[src/rtl/tcc_pkg.sv]
/*
 * shared constants for the timer capture/compare/pwm channel.
 * assumes a byte-wide register model placed in the low lane of 32-bit apb words.
 */
package tcc_pkg;

    // ----------------------------------------------------------------
    // register indexes (byte address is four times the index)
    // ----------------------------------------------------------------
    localparam logic [5:0] IDX_CTRL = 6'h19; // channel status and control
    localparam logic [5:0] IDX_VAL_HI = 6'h1a; // channel value, high byte
    localparam logic [5:0] IDX_VAL_LO = 6'h1b; // channel2_value_low
    localparam logic [5:0] IDX_PVAL_HI = 6'h1d; // channel3_value_high (partner)
    localparam logic [5:0] IDX_PVAL_LO = 6'h1e; // channel3_value_low (partner)

    // ----------------------------------------------------------------
    // control byte field positions
    // ----------------------------------------------------------------
    localparam int unsigned BIT_FLAG = 7; // channel_event_flag
    localparam int unsigned BIT_IRQ_EN = 6; // channel_irq_en
    localparam int unsigned BIT_BUF = 5; // buffered_mode_sel
    localparam int unsigned BIT_UNBUF = 4; // unbuffered_mode_sel
    localparam int unsigned BIT_ELS_HI = 3; // edge_level_sel_hi
    localparam int unsigned BIT_ELS_LO = 2; // edge_level_sel_lo
    localparam int unsigned BIT_TOV = 1; // overflow_toggle_en
    localparam int unsigned BIT_MAX = 0; // full_duty_force

    // ----------------------------------------------------------------
    // reset values
    // ----------------------------------------------------------------
    localparam logic [7:0] CTRL_RESET = 8'h00;
    localparam logic [31:0] RDATA_RESET = 32'h0000_0000;

    // ----------------------------------------------------------------
    // edge/level field encodings
    // ----------------------------------------------------------------
    localparam logic [1:0] ELS_OFF = 2'h0; // pin under port control
    localparam logic [1:0] ELS_RISE = 2'h1; // capture rising / toggle
    localparam logic [1:0] ELS_FALL = 2'h2; // capture falling / clear
    localparam logic [1:0] ELS_BOTH = 2'h3; // capture any / set

endpackage : tcc_pkg

[src/rtl/tcc_pin_sync.sv]
/*
 * two-flop synchroniser for the channel pin input.
 * assumes an asynchronous level input and one clock domain.
 */
module tcc_pin_sync (
    // clock and reset
    input wire logic sys_clk,
    input wire logic nrst,
    // asynchronous level in, synchronised level out
    input wire logic async_in,
    output logic sync_out
);

    // ----------------------------------------------------------------
    // state
    // ----------------------------------------------------------------
    typedef struct packed {
        logic meta; // first stage, read only by the second stage
        logic sync; // second stage
    } tcc_sync_state_t;

    tcc_sync_state_t state_reg; // registered state
    tcc_sync_state_t state_next; // next state

    // shift one stage per clock
    always_comb
    begin
        state_next.meta = async_in;
        state_next.sync = state_reg.meta;
    end

    // register; reset value of the pin level is low
    always_ff @(posedge sys_clk or negedge nrst)
    begin
        if (!nrst)
        begin
            state_reg <= '0;
        end
        else
        begin
            state_reg <= state_next;
        end
    end

    assign sync_out = state_reg.sync;

endmodule : tcc_pin_sync

[src/rtl/tcc_channel.sv]
/*
 * one 16-bit capture/compare/pwm timer channel with apb register access,
 * plus the partner value register used as second buffer in buffered mode.
 * assumes the shared counter, its wrap pulse and the halt level come from
 * logic on sys_clk; the channel pin arrives asynchronously.
 */
// Our own choice: register access over APB.
// Notes on behaviour
// - field 00 presets level from mode-A bit
// - capture on rising, falling or either edge
// - unbuffered compare: none, toggle, clear, set pin
// - buffered compare: toggle, clear or set pin
// - overflow toggles pin when toggle bit set
// - toggle bit ignored in capture mode
// - overflow action beats same-cycle compare action
// - full-duty bit forces pin high with clear and toggle bit set
// - full-duty change applies from next period
// - 16-bit value register, two byte accesses
// - value registers not reset
// - high byte read blocks capture until low read
// - high byte write blocks compare until low write
// - reset clears toggle-on-overflow bit
// - flag sets on event, read-then-write-0 clears
// - buffered mode disables partner channel and pin
// - halted counter blocks captures
// - pin driven only when field nonzero
module tcc_channel (
    // clock and reset
    input wire logic sys_clk,
    input wire logic nrst,
    // apb slave
    input wire logic psel,
    input wire logic penable,
    input wire logic pwrite,
    input wire logic [7:0] paddr,
    input wire logic [31:0] pwdata,
    input wire logic [3:0] pstrb,
    output logic [31:0] prdata,
    output logic pready,
    output logic pslverr,
    // shared timer state
    input wire logic [15:0] counter_value,
    input wire logic counter_wrap,
    input wire logic counter_halt,
    // channel pin
    input wire logic channel_pin_in,
    output logic channel_pin_out,
    output logic channel_pin_oe_n,
    // to the rest of the timer
    output logic channel_irq,
    output logic partner_disable
);

    // ----------------------------------------------------------------
    // state
    // ----------------------------------------------------------------
    typedef struct packed {
        logic [7:0] ctrl; // status and control byte
        logic flag_armed; // flag was read as set
        logic cap_lock; // captures blocked until low byte read
        logic cmp_lock; // compares blocked until low byte written
        logic max_active; // full duty, sampled at wrap
        logic level; // internal output level
        logic active_sel; // buffered: 1 = partner register active
        logic pending; // buffered: new register waits for wrap
        logic pending_sel; // buffered: which register was written last
        logic pin_q; // previous synchronised pin level
        logic [15:0] cnt_prev; // counter one clock ago
        logic [31:0] rdata; // read data
        logic ready; // access phase answer
        logic slverr; // unmapped address
        logic pin_out; // pin output level
        logic pin_oe_n; // pin enable, low while driving
        logic irq; // interrupt request
        logic partner_off; // partner channel disabled
    } tcc_state_t;

    // value registers kept apart: they carry no reset
    typedef struct packed {
        logic [15:0] val; // own channel value
        logic [15:0] pval; // partner channel value
    } tcc_data_t;

    tcc_state_t state_reg; // registered control state
    tcc_state_t state_next; // next control state
    tcc_data_t data_reg; // registered values
    tcc_data_t data_next; // next values
    logic pin_sync; // synchronised pin level

    // ----------------------------------------------------------------
    // pin synchroniser
    // ----------------------------------------------------------------
    tcc_pin_sync u_pin_sync (
        .sys_clk(sys_clk),
        .nrst(nrst),
        .async_in(channel_pin_in),
        .sync_out(pin_sync)
    );

    // ----------------------------------------------------------------
    // next-state logic
    // ----------------------------------------------------------------
    always_comb
    begin
        logic [5:0] idx; // word index of the access
        logic setup; // apb setup cycle
        logic acc; // apb transfer completes this edge
        logic wr; // completed write on lane 0
        logic rd; // completed read
        logic [1:0] els; // edge/level field
        logic buf_mode; // buffered compare
        logic cmp_mode; // any compare mode
        logic cap_mode; // input capture
        logic rise; // pin rising edge
        logic fall; // pin falling edge
        logic cap_hit; // active capture edge
        logic [15:0] cmp_val; // active compare value
        logic cmp_hit; // compare match event
        logic event_set; // flag set source
        logic mapped; // address decodes
        logic [7:0] rbyte; // selected read byte
        logic lvl; // working output level
        idx = paddr[7:2];
        setup = psel & ~penable;
        acc = psel & penable & state_reg.ready;
        wr = acc & pwrite & pstrb[0];
        rd = acc & ~pwrite;
        state_next = state_reg;
        data_next = data_reg;
        els = state_reg.ctrl[tcc_pkg::BIT_ELS_HI:tcc_pkg::BIT_ELS_LO];
        buf_mode = state_reg.ctrl[tcc_pkg::BIT_BUF];
        cmp_mode = buf_mode | state_reg.ctrl[tcc_pkg::BIT_UNBUF];
        cap_mode = ~cmp_mode & (els != tcc_pkg::ELS_OFF);
        lvl = state_reg.level;

        // edge detection on the synchronised pin
        rise = pin_sync & ~state_reg.pin_q;
        fall = ~pin_sync & state_reg.pin_q;
        state_next.pin_q = pin_sync;
        state_next.cnt_prev = counter_value;

        // capture: edge select, halted or locked captures ignored
        unique case (els)
            tcc_pkg::ELS_RISE: cap_hit = rise;
            tcc_pkg::ELS_FALL: cap_hit = fall;
            tcc_pkg::ELS_BOTH: cap_hit = rise | fall;
            default: cap_hit = 1'b0;
        endcase
        cap_hit = cap_hit & cap_mode & ~counter_halt & ~state_reg.cap_lock;
        if (cap_hit)
        begin
            data_next.val = counter_value;
        end

        // compare: one event per new counter value, blocked while locked
        cmp_val = (buf_mode & state_reg.active_sel) ? data_reg.pval : data_reg.val;
        cmp_hit = cmp_mode & ~state_reg.cmp_lock & (counter_value == cmp_val)
                  & (counter_value != state_reg.cnt_prev);

        // output level: presets while disconnected, actions while connected
        if (els == tcc_pkg::ELS_OFF)
        begin
            lvl = ~state_reg.ctrl[tcc_pkg::BIT_UNBUF];
        end
        else if (cmp_mode & counter_wrap & state_reg.ctrl[tcc_pkg::BIT_TOV])
        begin
            // wrap beats a same-cycle match; full duty holds the pin high
            if (state_reg.ctrl[tcc_pkg::BIT_MAX] & (els == tcc_pkg::ELS_FALL))
            begin
                lvl = 1'b1;
            end
            else
            begin
                lvl = ~state_reg.level;
            end
        end
        else if (cmp_hit)
        begin
            unique case (els)
                tcc_pkg::ELS_RISE: lvl = ~state_reg.level;
                tcc_pkg::ELS_FALL: lvl = state_reg.max_active ? 1'b1 : 1'b0;
                default: lvl = 1'b1;
            endcase
        end
        state_next.level = lvl;

        // full duty only changes at a period boundary
        if (counter_wrap)
        begin
            state_next.max_active = state_reg.ctrl[tcc_pkg::BIT_MAX] & state_reg.ctrl[tcc_pkg::BIT_TOV]
                                    & (els == tcc_pkg::ELS_FALL);
        end

        // buffered pair: the last written register takes over at wrap
        if (counter_wrap & buf_mode & state_reg.pending)
        begin
            state_next.active_sel = state_reg.pending_sel;
            state_next.pending = 1'b0;
        end

        // read side effects
        if (rd & (idx == tcc_pkg::IDX_CTRL))
        begin
            state_next.flag_armed = state_reg.rdata[tcc_pkg::BIT_FLAG];
        end
        if (rd & cap_mode & (idx == tcc_pkg::IDX_VAL_HI))
        begin
            state_next.cap_lock = 1'b1;
        end
        if (rd & (idx == tcc_pkg::IDX_VAL_LO))
        begin
            state_next.cap_lock = 1'b0;
        end

        // register writes
        if (wr)
        begin
            unique case (idx)
                tcc_pkg::IDX_CTRL:
                begin
                    state_next.ctrl[6:0] = pwdata[6:0];
                    // clear only after a read saw the flag set
                    if (~pwdata[tcc_pkg::BIT_FLAG] & state_reg.flag_armed)
                    begin
                        state_next.ctrl[tcc_pkg::BIT_FLAG] = 1'b0;
                    end
                    state_next.flag_armed = 1'b0;
                end
                tcc_pkg::IDX_VAL_HI:
                begin
                    data_next.val[15:8] = pwdata[7:0];
                    state_next.cmp_lock = cmp_mode;
                end
                tcc_pkg::IDX_VAL_LO:
                begin
                    data_next.val[7:0] = pwdata[7:0];
                    state_next.cmp_lock = 1'b0;
                    state_next.pending = 1'b1;
                    state_next.pending_sel = 1'b0;
                end
                tcc_pkg::IDX_PVAL_HI:
                begin
                    data_next.pval[15:8] = pwdata[7:0];
                    state_next.cmp_lock = cmp_mode;
                end
                tcc_pkg::IDX_PVAL_LO:
                begin
                    data_next.pval[7:0] = pwdata[7:0];
                    state_next.cmp_lock = 1'b0;
                    state_next.pending = 1'b1;
                    state_next.pending_sel = 1'b1;
                end
                default:
                begin
                    state_next.slverr = state_reg.slverr;
                end
            endcase
        end

        // a new event sets the flag and cancels a pending clear
        event_set = cap_hit | cmp_hit;
        if (event_set)
        begin
            state_next.ctrl[tcc_pkg::BIT_FLAG] = 1'b1;
            state_next.flag_armed = 1'b0;
        end

        // apb answer: prepared in setup, presented for one access cycle
        mapped = (idx == tcc_pkg::IDX_CTRL) | (idx == tcc_pkg::IDX_VAL_HI)
                 | (idx == tcc_pkg::IDX_VAL_LO) | (idx == tcc_pkg::IDX_PVAL_HI)
                 | (idx == tcc_pkg::IDX_PVAL_LO);
        unique case (idx)
            tcc_pkg::IDX_CTRL: rbyte = state_reg.ctrl;
            tcc_pkg::IDX_VAL_HI: rbyte = data_reg.val[15:8];
            tcc_pkg::IDX_VAL_LO: rbyte = data_reg.val[7:0];
            tcc_pkg::IDX_PVAL_HI: rbyte = data_reg.pval[15:8];
            tcc_pkg::IDX_PVAL_LO: rbyte = data_reg.pval[7:0];
            default: rbyte = 8'h00;
        endcase
        state_next.ready = setup;
        if (setup)
        begin
            state_next.rdata = {24'h00_0000, rbyte};
            state_next.slverr = ~mapped;
        end
        else if (acc)
        begin
            state_next.rdata = tcc_pkg::RDATA_RESET;
            state_next.slverr = 1'b0;
        end

        // pin drive only while connected to a compare function
        state_next.pin_oe_n = ~(cmp_mode & (els != tcc_pkg::ELS_OFF));
        state_next.pin_out = lvl;
        state_next.irq = state_next.ctrl[tcc_pkg::BIT_FLAG]
                         & state_next.ctrl[tcc_pkg::BIT_IRQ_EN];
        state_next.partner_off = state_next.ctrl[tcc_pkg::BIT_BUF];
    end

    // ----------------------------------------------------------------
    // control state register; reset clears all bits except level, pin_out and pin_oe_n, which go high
    // ----------------------------------------------------------------
    always_ff @(posedge sys_clk or negedge nrst)
    begin
        if (!nrst)
        begin
            state_reg <= '0;
            state_reg.ctrl <= tcc_pkg::CTRL_RESET;
            state_reg.pin_oe_n <= 1'b1;
            state_reg.level <= 1'b1;
            state_reg.pin_out <= 1'b1;
        end
        else
        begin
            state_reg <= state_next;
        end
    end

    // ----------------------------------------------------------------
    // value registers; left unreset so content after reset is unknown
    // ----------------------------------------------------------------
    always_ff @(posedge sys_clk)
    begin
        data_reg <= data_next;
    end

    // ----------------------------------------------------------------
    // outputs straight from flops
    // ----------------------------------------------------------------
    assign prdata = state_reg.rdata;
    assign pready = state_reg.ready;
    assign pslverr = state_reg.slverr;
    assign channel_pin_out = state_reg.pin_out;
    assign channel_pin_oe_n = state_reg.pin_oe_n;
    assign channel_irq = state_reg.irq;
    assign partner_disable = state_reg.partner_off;

endmodule : tcc_channel

[config.mk]
export PLATFORM = sky130hd
export DESIGN_NAME = tcc_channel
export DESIGN_NICKNAME = d
export VERILOG_FILES = /design/src/rtl/tcc_pkg.sv /design/src/rtl/tcc_pin_sync.sv /design/src/rtl/tcc_channel.sv
export SDC_FILE = /design/constraint.sdc
export NUM_CORES = 1
export LEC_CHECK = 0
export ABC_AREA = 1
export ABC_CLOCK_PERIOD_IN_PS = 5100
export BUFFER_PORTS_ARGS = -buffer_cell sky130_fd_sc_hd__buf_2
export CAP_MARGIN = 20
export CELL_PAD_IN_SITES_DETAIL_PLACEMENT = 1
export CELL_PAD_IN_SITES_GLOBAL_PLACEMENT = 1
export CORE_ASPECT_RATIO = 1.1
export CORE_MARGIN = 1.5
export CORE_UTILIZATION = 30
export DETAILED_ROUTE_END_ITERATION = 8
export PLACE_DENSITY_LB_ADDON = 0.15
export SYNTH_ARGS = -nofsm -noshare
export SYNTH_HDL_FRONTEND = slang
export SYNTH_SLANG_ARGS = --single-unit
[constraint.sdc]
create_clock -name sys_clk -period 5.1 [get_ports sys_clk]
set_clock_uncertainty 0.05 [all_clocks]
set_input_delay 1.53 -clock sys_clk [delete_from_list [all_inputs] [get_ports sys_clk]]
set_output_delay 1.53 -clock sys_clk [all_outputs]
set_load 0.05 [all_outputs]
### Word level (Yosys, flattened, before mapping)

Index checks and enable logic that the tools add are counted.

| cells by class | value |
|---|---|
| eq/ne operators | 10 |
| multiplexer cells | 31 |
| bitwise logic cells | 50 |
| reduce and logical (&&, ||, !) cells | 14 |

Operator list:

| operator | number |
|---|---|
| $mux W32 | 3 |
| $pmux W8 S5 | 1 |
| $mux W16 | 2 |
| $mux W8 | 4 |
| $and A1 B1 Y1 | 30 |
| $eq A6 B5 Y1 const B | 5 |
| $mux W9 | 2 |
| $eq A16 B16 Y1 | 1 |
| $ne A16 B16 Y1 | 1 |
| $mux W1 | 14 |
| $not A1 Y1 | 13 |
| $reduce_and A2 Y1 | 5 |
| $reduce_bool A2 Y1 | 5 |
| $or A1 B1 Y1 | 7 |
| $eq A2 B2 Y1 const B | 2 |
| $pmux W1 S2 | 2 |
| $pmux W2 S2 | 1 |
| $reduce_or A2 Y1 | 2 |
| $pmux W1 S3 | 1 |
| $reduce_bool A3 Y1 | 1 |
| $eq A2 B1 Y1 const B | 1 |
| $logic_not A2 Y1 | 1 |
| $mux W2 | 1 |

| word-level totals | value |
|---|---|
| register bits | 104 |
| bits of input ports | 68 |
| output and inout bits | 38 |

### Longest topological paths before layout

| depth | value |
|---|---|
| depth after elaboration | 10 |
| gate-level depth with buffers | 14 |

### Hierarchy

A second synthesis with hierarchy kept.

| second synthesis, totals | value |
|---|---|
| cell total of the unflattened synthesis | 543 |
| area, all modules | 4317.9 µm² |

By module, submodules not included:

| module | instances | cells an instance | area an instance (µm²) |
|---|---|---|---|
| tcc_channel | 1 | 541 | 4267.8 |
| tcc_pin_sync | 1 | 2 | 50.0 |

### Least setup slack after synthesis

No wires, ideal clock.

| timing | value |
|---|---|
| kind | input-to-reg |
| from | input port paddr[7] |
| to | register data_reg[10] (netlist bit) (enable) |
| library setup time | 370 ps |
| data arrival time | 2522 ps |
| data required time | 4680 ps |
| slack | 2158 ps |
| cell stages on the path | 5 |
| path buffers | 0 |
| cells stage by stage | inv_1 nand2_1 nor3_2 inv_1 nor2_1 |

| between the ends | value |
|---|---|
| word-level cells in the longest chain between the ends | 2 |

Ends and longest elaborated chain:

| item | line | RTL |
|---|---|---|
| from (decl) | tcc_channel.sv:35 | `input wire logic [7:0] paddr,` |
| $eq A6 B5 Y1 | tcc_channel.sv:218 | `unique case (idx)` |
| $reduce_and A2 Y1 (no source line) | - |  |
| to (signal assigned) | tcc_channel.sv:324 | `data_reg <= data_next;` |
| to (decl) | tcc_channel.sv:86 | `tcc_data_t data_reg;` |

Every way passes these cells.
A chain may end at the register's enable or synchronous reset.

==> impl_metrics.json <==
{
  "hold_path_class": "register to register",
  "m1WireLength_um": 5710,
  "end_kind": "output port",
  "cts-htree-levels": 3,
  "cts_setup_buffers": 0,
  "finalCritPeriodShare": 0.636,
  "irDropWorstVdd_uv": 122,
  "grt_util_all_layers": 0.180,
  "cts_tree": "yes",
  "drtIter0Drc": 143,
  "port_buffers": 52,
  "grt_pass1_vias": 3640,
  "antenna_found_initial": 0,
  "critPathBufInv": 1,
  "ant_nets": 0,
  "syn_inst": 543,
  "drt_wl_total_um": 12900,
  "cp.required_ns": 3.52,
  "cp_slowest_cell": "dfrtp_1",
  "status": "completed",
  "p_sw_frac": 0.275,
  "syn2layout_area_growth_pct": 12.7,
  "crit_chain": "buf_2",
  "holdBufCountCts": 0,
  "p_int_mw": 1.02,
  "drt-wirelength-per-cell_um": 16.5,
  "max_slew.worst_pin.slew_ns": 0.875,
  "globalplace.congestion": 0.776,
  "met3WireLength_um": 449,
  "ys_types": 36,
  "grt_max_degree": 48,
  "clock-root-buffer": "clkbuf_16",
  "io_pins": 106,
  "synth_flop_cell": "dfrtp_1",
  "cp-start-kind": "register",
  "die_y_um": 129,
  "grt_overflow": 0,
  "wl_met2_um": 6560,
  "slowest_delay_ns": 0.91,
  "p_clk_frac": 0.419,
  "p_leak_nw": 2.41,
  "layout.nets": 665,
  "drive_gt1_frac": 0.154,
  "dp_hpwl_um": 9830,
  "grt_pass1_wl_um": 20200,
  "coreArea_mm2": 0.0139,
  "viasPerCell": 4.55,
  "diodes": 0,
  "synth-seq-cells": 79,
  "clk_path_buf_depth": 2,
  "seqPwrFrac": 0.475,
  "critPathArrivalTime_ns": 1.66,
  "dieWidth_um": 117,
  "p_switching_mw": 0.385,
  "maxCapViolCount": 0,
  "fp.dieArea_mm2": 0.0151,
  "rsz0062_at_grt": "no",
  "combPwrFrac": 0.106,
  "critPathTopFamily": "flip-flops",
  "vias": 3569,
  "route.detailed.drc": 0,
  "drv_slew": 0,
  "syn-cell-area_mm2": 0.00432,
  "crit_type": "register to output port",
  "firstDrtPassIters": 5,
  "initial_core_util": 0.310,
  "num-fill-cells": 1759,
  "path_clk_slew_ns": 0.06,
  "synth-edff-count": 16,
  "relSlewSlack": 0.417,
  "mostFrequentLayoutCell": "nand2_1",
  "layout_common_cells": "nand2_1 (152), inv_1 (70), buf_2 (52)",
  "ys_warn_count": 0,
  "power_density_mw_per_mm2": 288,
  "clock.fmax_mhz": 308,
  "clkLatencyLatePin_ns": 0.35,
  "cts_resized": 0,
  "cts_buffers": 9,
  "hold_viol": 0,
  "rows": 45,
  "routed.top_layer": "met4",
  "cp_max_fo": 20,
  "setup_viol": 0,
  "async_reset_ff_frac": 0.595,
  "clkSinkCount": 79,
  "fin_crit_ns": 3.24,
  "seq_area_frac_synth": 0.458,
  "final.setup.tns_ns": 0,
  "postSynthAreaPerCell_um2": 7.95,
  "fin_util": 0.350
}
worst paths after layout:
path / from / to / slack, ns / cells past startpoint
setup / recovery: state_reg[68] / partner_disable / 1.86 / 1
min in group asynchronous: nrst / state_reg[57] / 1.25 / 2
setup reg to reg: state_reg[68] / channel_irq / 2.63 / 12
max in group asynchronous: nrst / channel_irq / 3.32 / 2
hold / removal: u_pin_sync.state_next[0] / u_pin_sync.sync_out / 0.30 / 0
hold reg to reg: u_pin_sync.state_next[0] / u_pin_sync.sync_out / 0.30 / 0
final cells by class:
cell class	instances	area (um^2)	share of cell area
inverter	72	270	0.0555
timing repair buffer	55	283	0.0581
sequential	79	1980	0.407
tap	188	235	0.0483
clock buffer	10	229	0.0470
multi-input combinational	374	1840	0.379
clock inverter	6	27.5	0.00565
stage by stage:
| stage | hold slack, ns | cells | setup WS [ns] | power [mW] | area [um^2] |
|---|---|---|---|---|---|
| global placement | 0.283 | 768 | 1.56 | 0.826 | 4610 |
| detailed placement | 0.286 | 768 | 1.57 | 0.829 | 4610 |
| CTS | 0.300 | 784 | 1.83 | 1.42 | 4870 |
| finish | 0.297 | 784 | 1.86 | 1.40 | 4870 |
| floorplan | 0.281 | 566 | 2.16 | 0.789 | 4400 |
| global route | 0.310 | 784 | 1.79 | 1.45 | 4870 |
cells in the mapped netlist, types with 2 or more instances:
cell type,count,area share
dfxtp_1,16,0.074
nor2_4,2,0.0052
nand3_2,5,0.012
o21ai_1,5,0.0058
buf_6,4,0.010
xnor2_1,10,0.020
nand2_1,152,0.13
buf_2,2,0.0023
clkbuf_1,2,0.0017
nand3_1,37,0.043
a21oi_1,10,0.012
nand2_2,7,0.010
nor2_1,31,0.027
ha_1,6,0.017
nor2_2,2,0.0029
o21ai_0,47,0.054
dfstp_2,2,0.012
inv_1,70,0.061
buf_4,33,0.057
dfrtp_1,45,0.26
nor3_2,2,0.0046
nand3b_1,3,0.0052
o211ai_1,4,0.0070
edfxtp_1,16,0.11
o22ai_1,12,0.017
a211oi_1,5,0.0087
nor3_1,4,0.0046
worst register-to-register path, delay by kind of cell (launching register included):
kind	cells	cell delay (ns)
buffers and inverters	2	0.26
and+or+nand+nor	10	1.18
DFF	1	0.91
cells by family after synthesis:
family | after synthesis | synth area share
AOI/OAI and AO/OA | 86 | 0.112
xor gates and xnor gates | 11 | 0.0223
adders and majority gates | 6 | 0.0174
buffers and inverters | 113 | 0.134
DFF | 79 | 0.458
other | 1 | 0.000868
and+or+nand+nor | 247 | 0.255
power by group through the flow:
| stage | combinational, mW | clock, mW | sequential [mW] |
|---|---|---|---|
| global placement | 0.149 | 0 | 0.677 |
| CTS | 0.152 | 0.599 | 0.665 |
| detailed placement | 0.152 | 0 | 0.677 |
| floorplan | 0.107 | 0 | 0.682 |
| finish | 0.149 | 0.587 | 0.665 |
| global route | 0.165 | 0.622 | 0.667 |
routing by layer:
metal | vias to the layer above | track usage
li1 | 1785 | -
met1 | 1707 | 0.214
met2 | 62 | 0.321
met3 | 15 | 0.0359
met4 | 0 | 0.0712
met5 | - | 0
(Power assumes the default switching activity.)
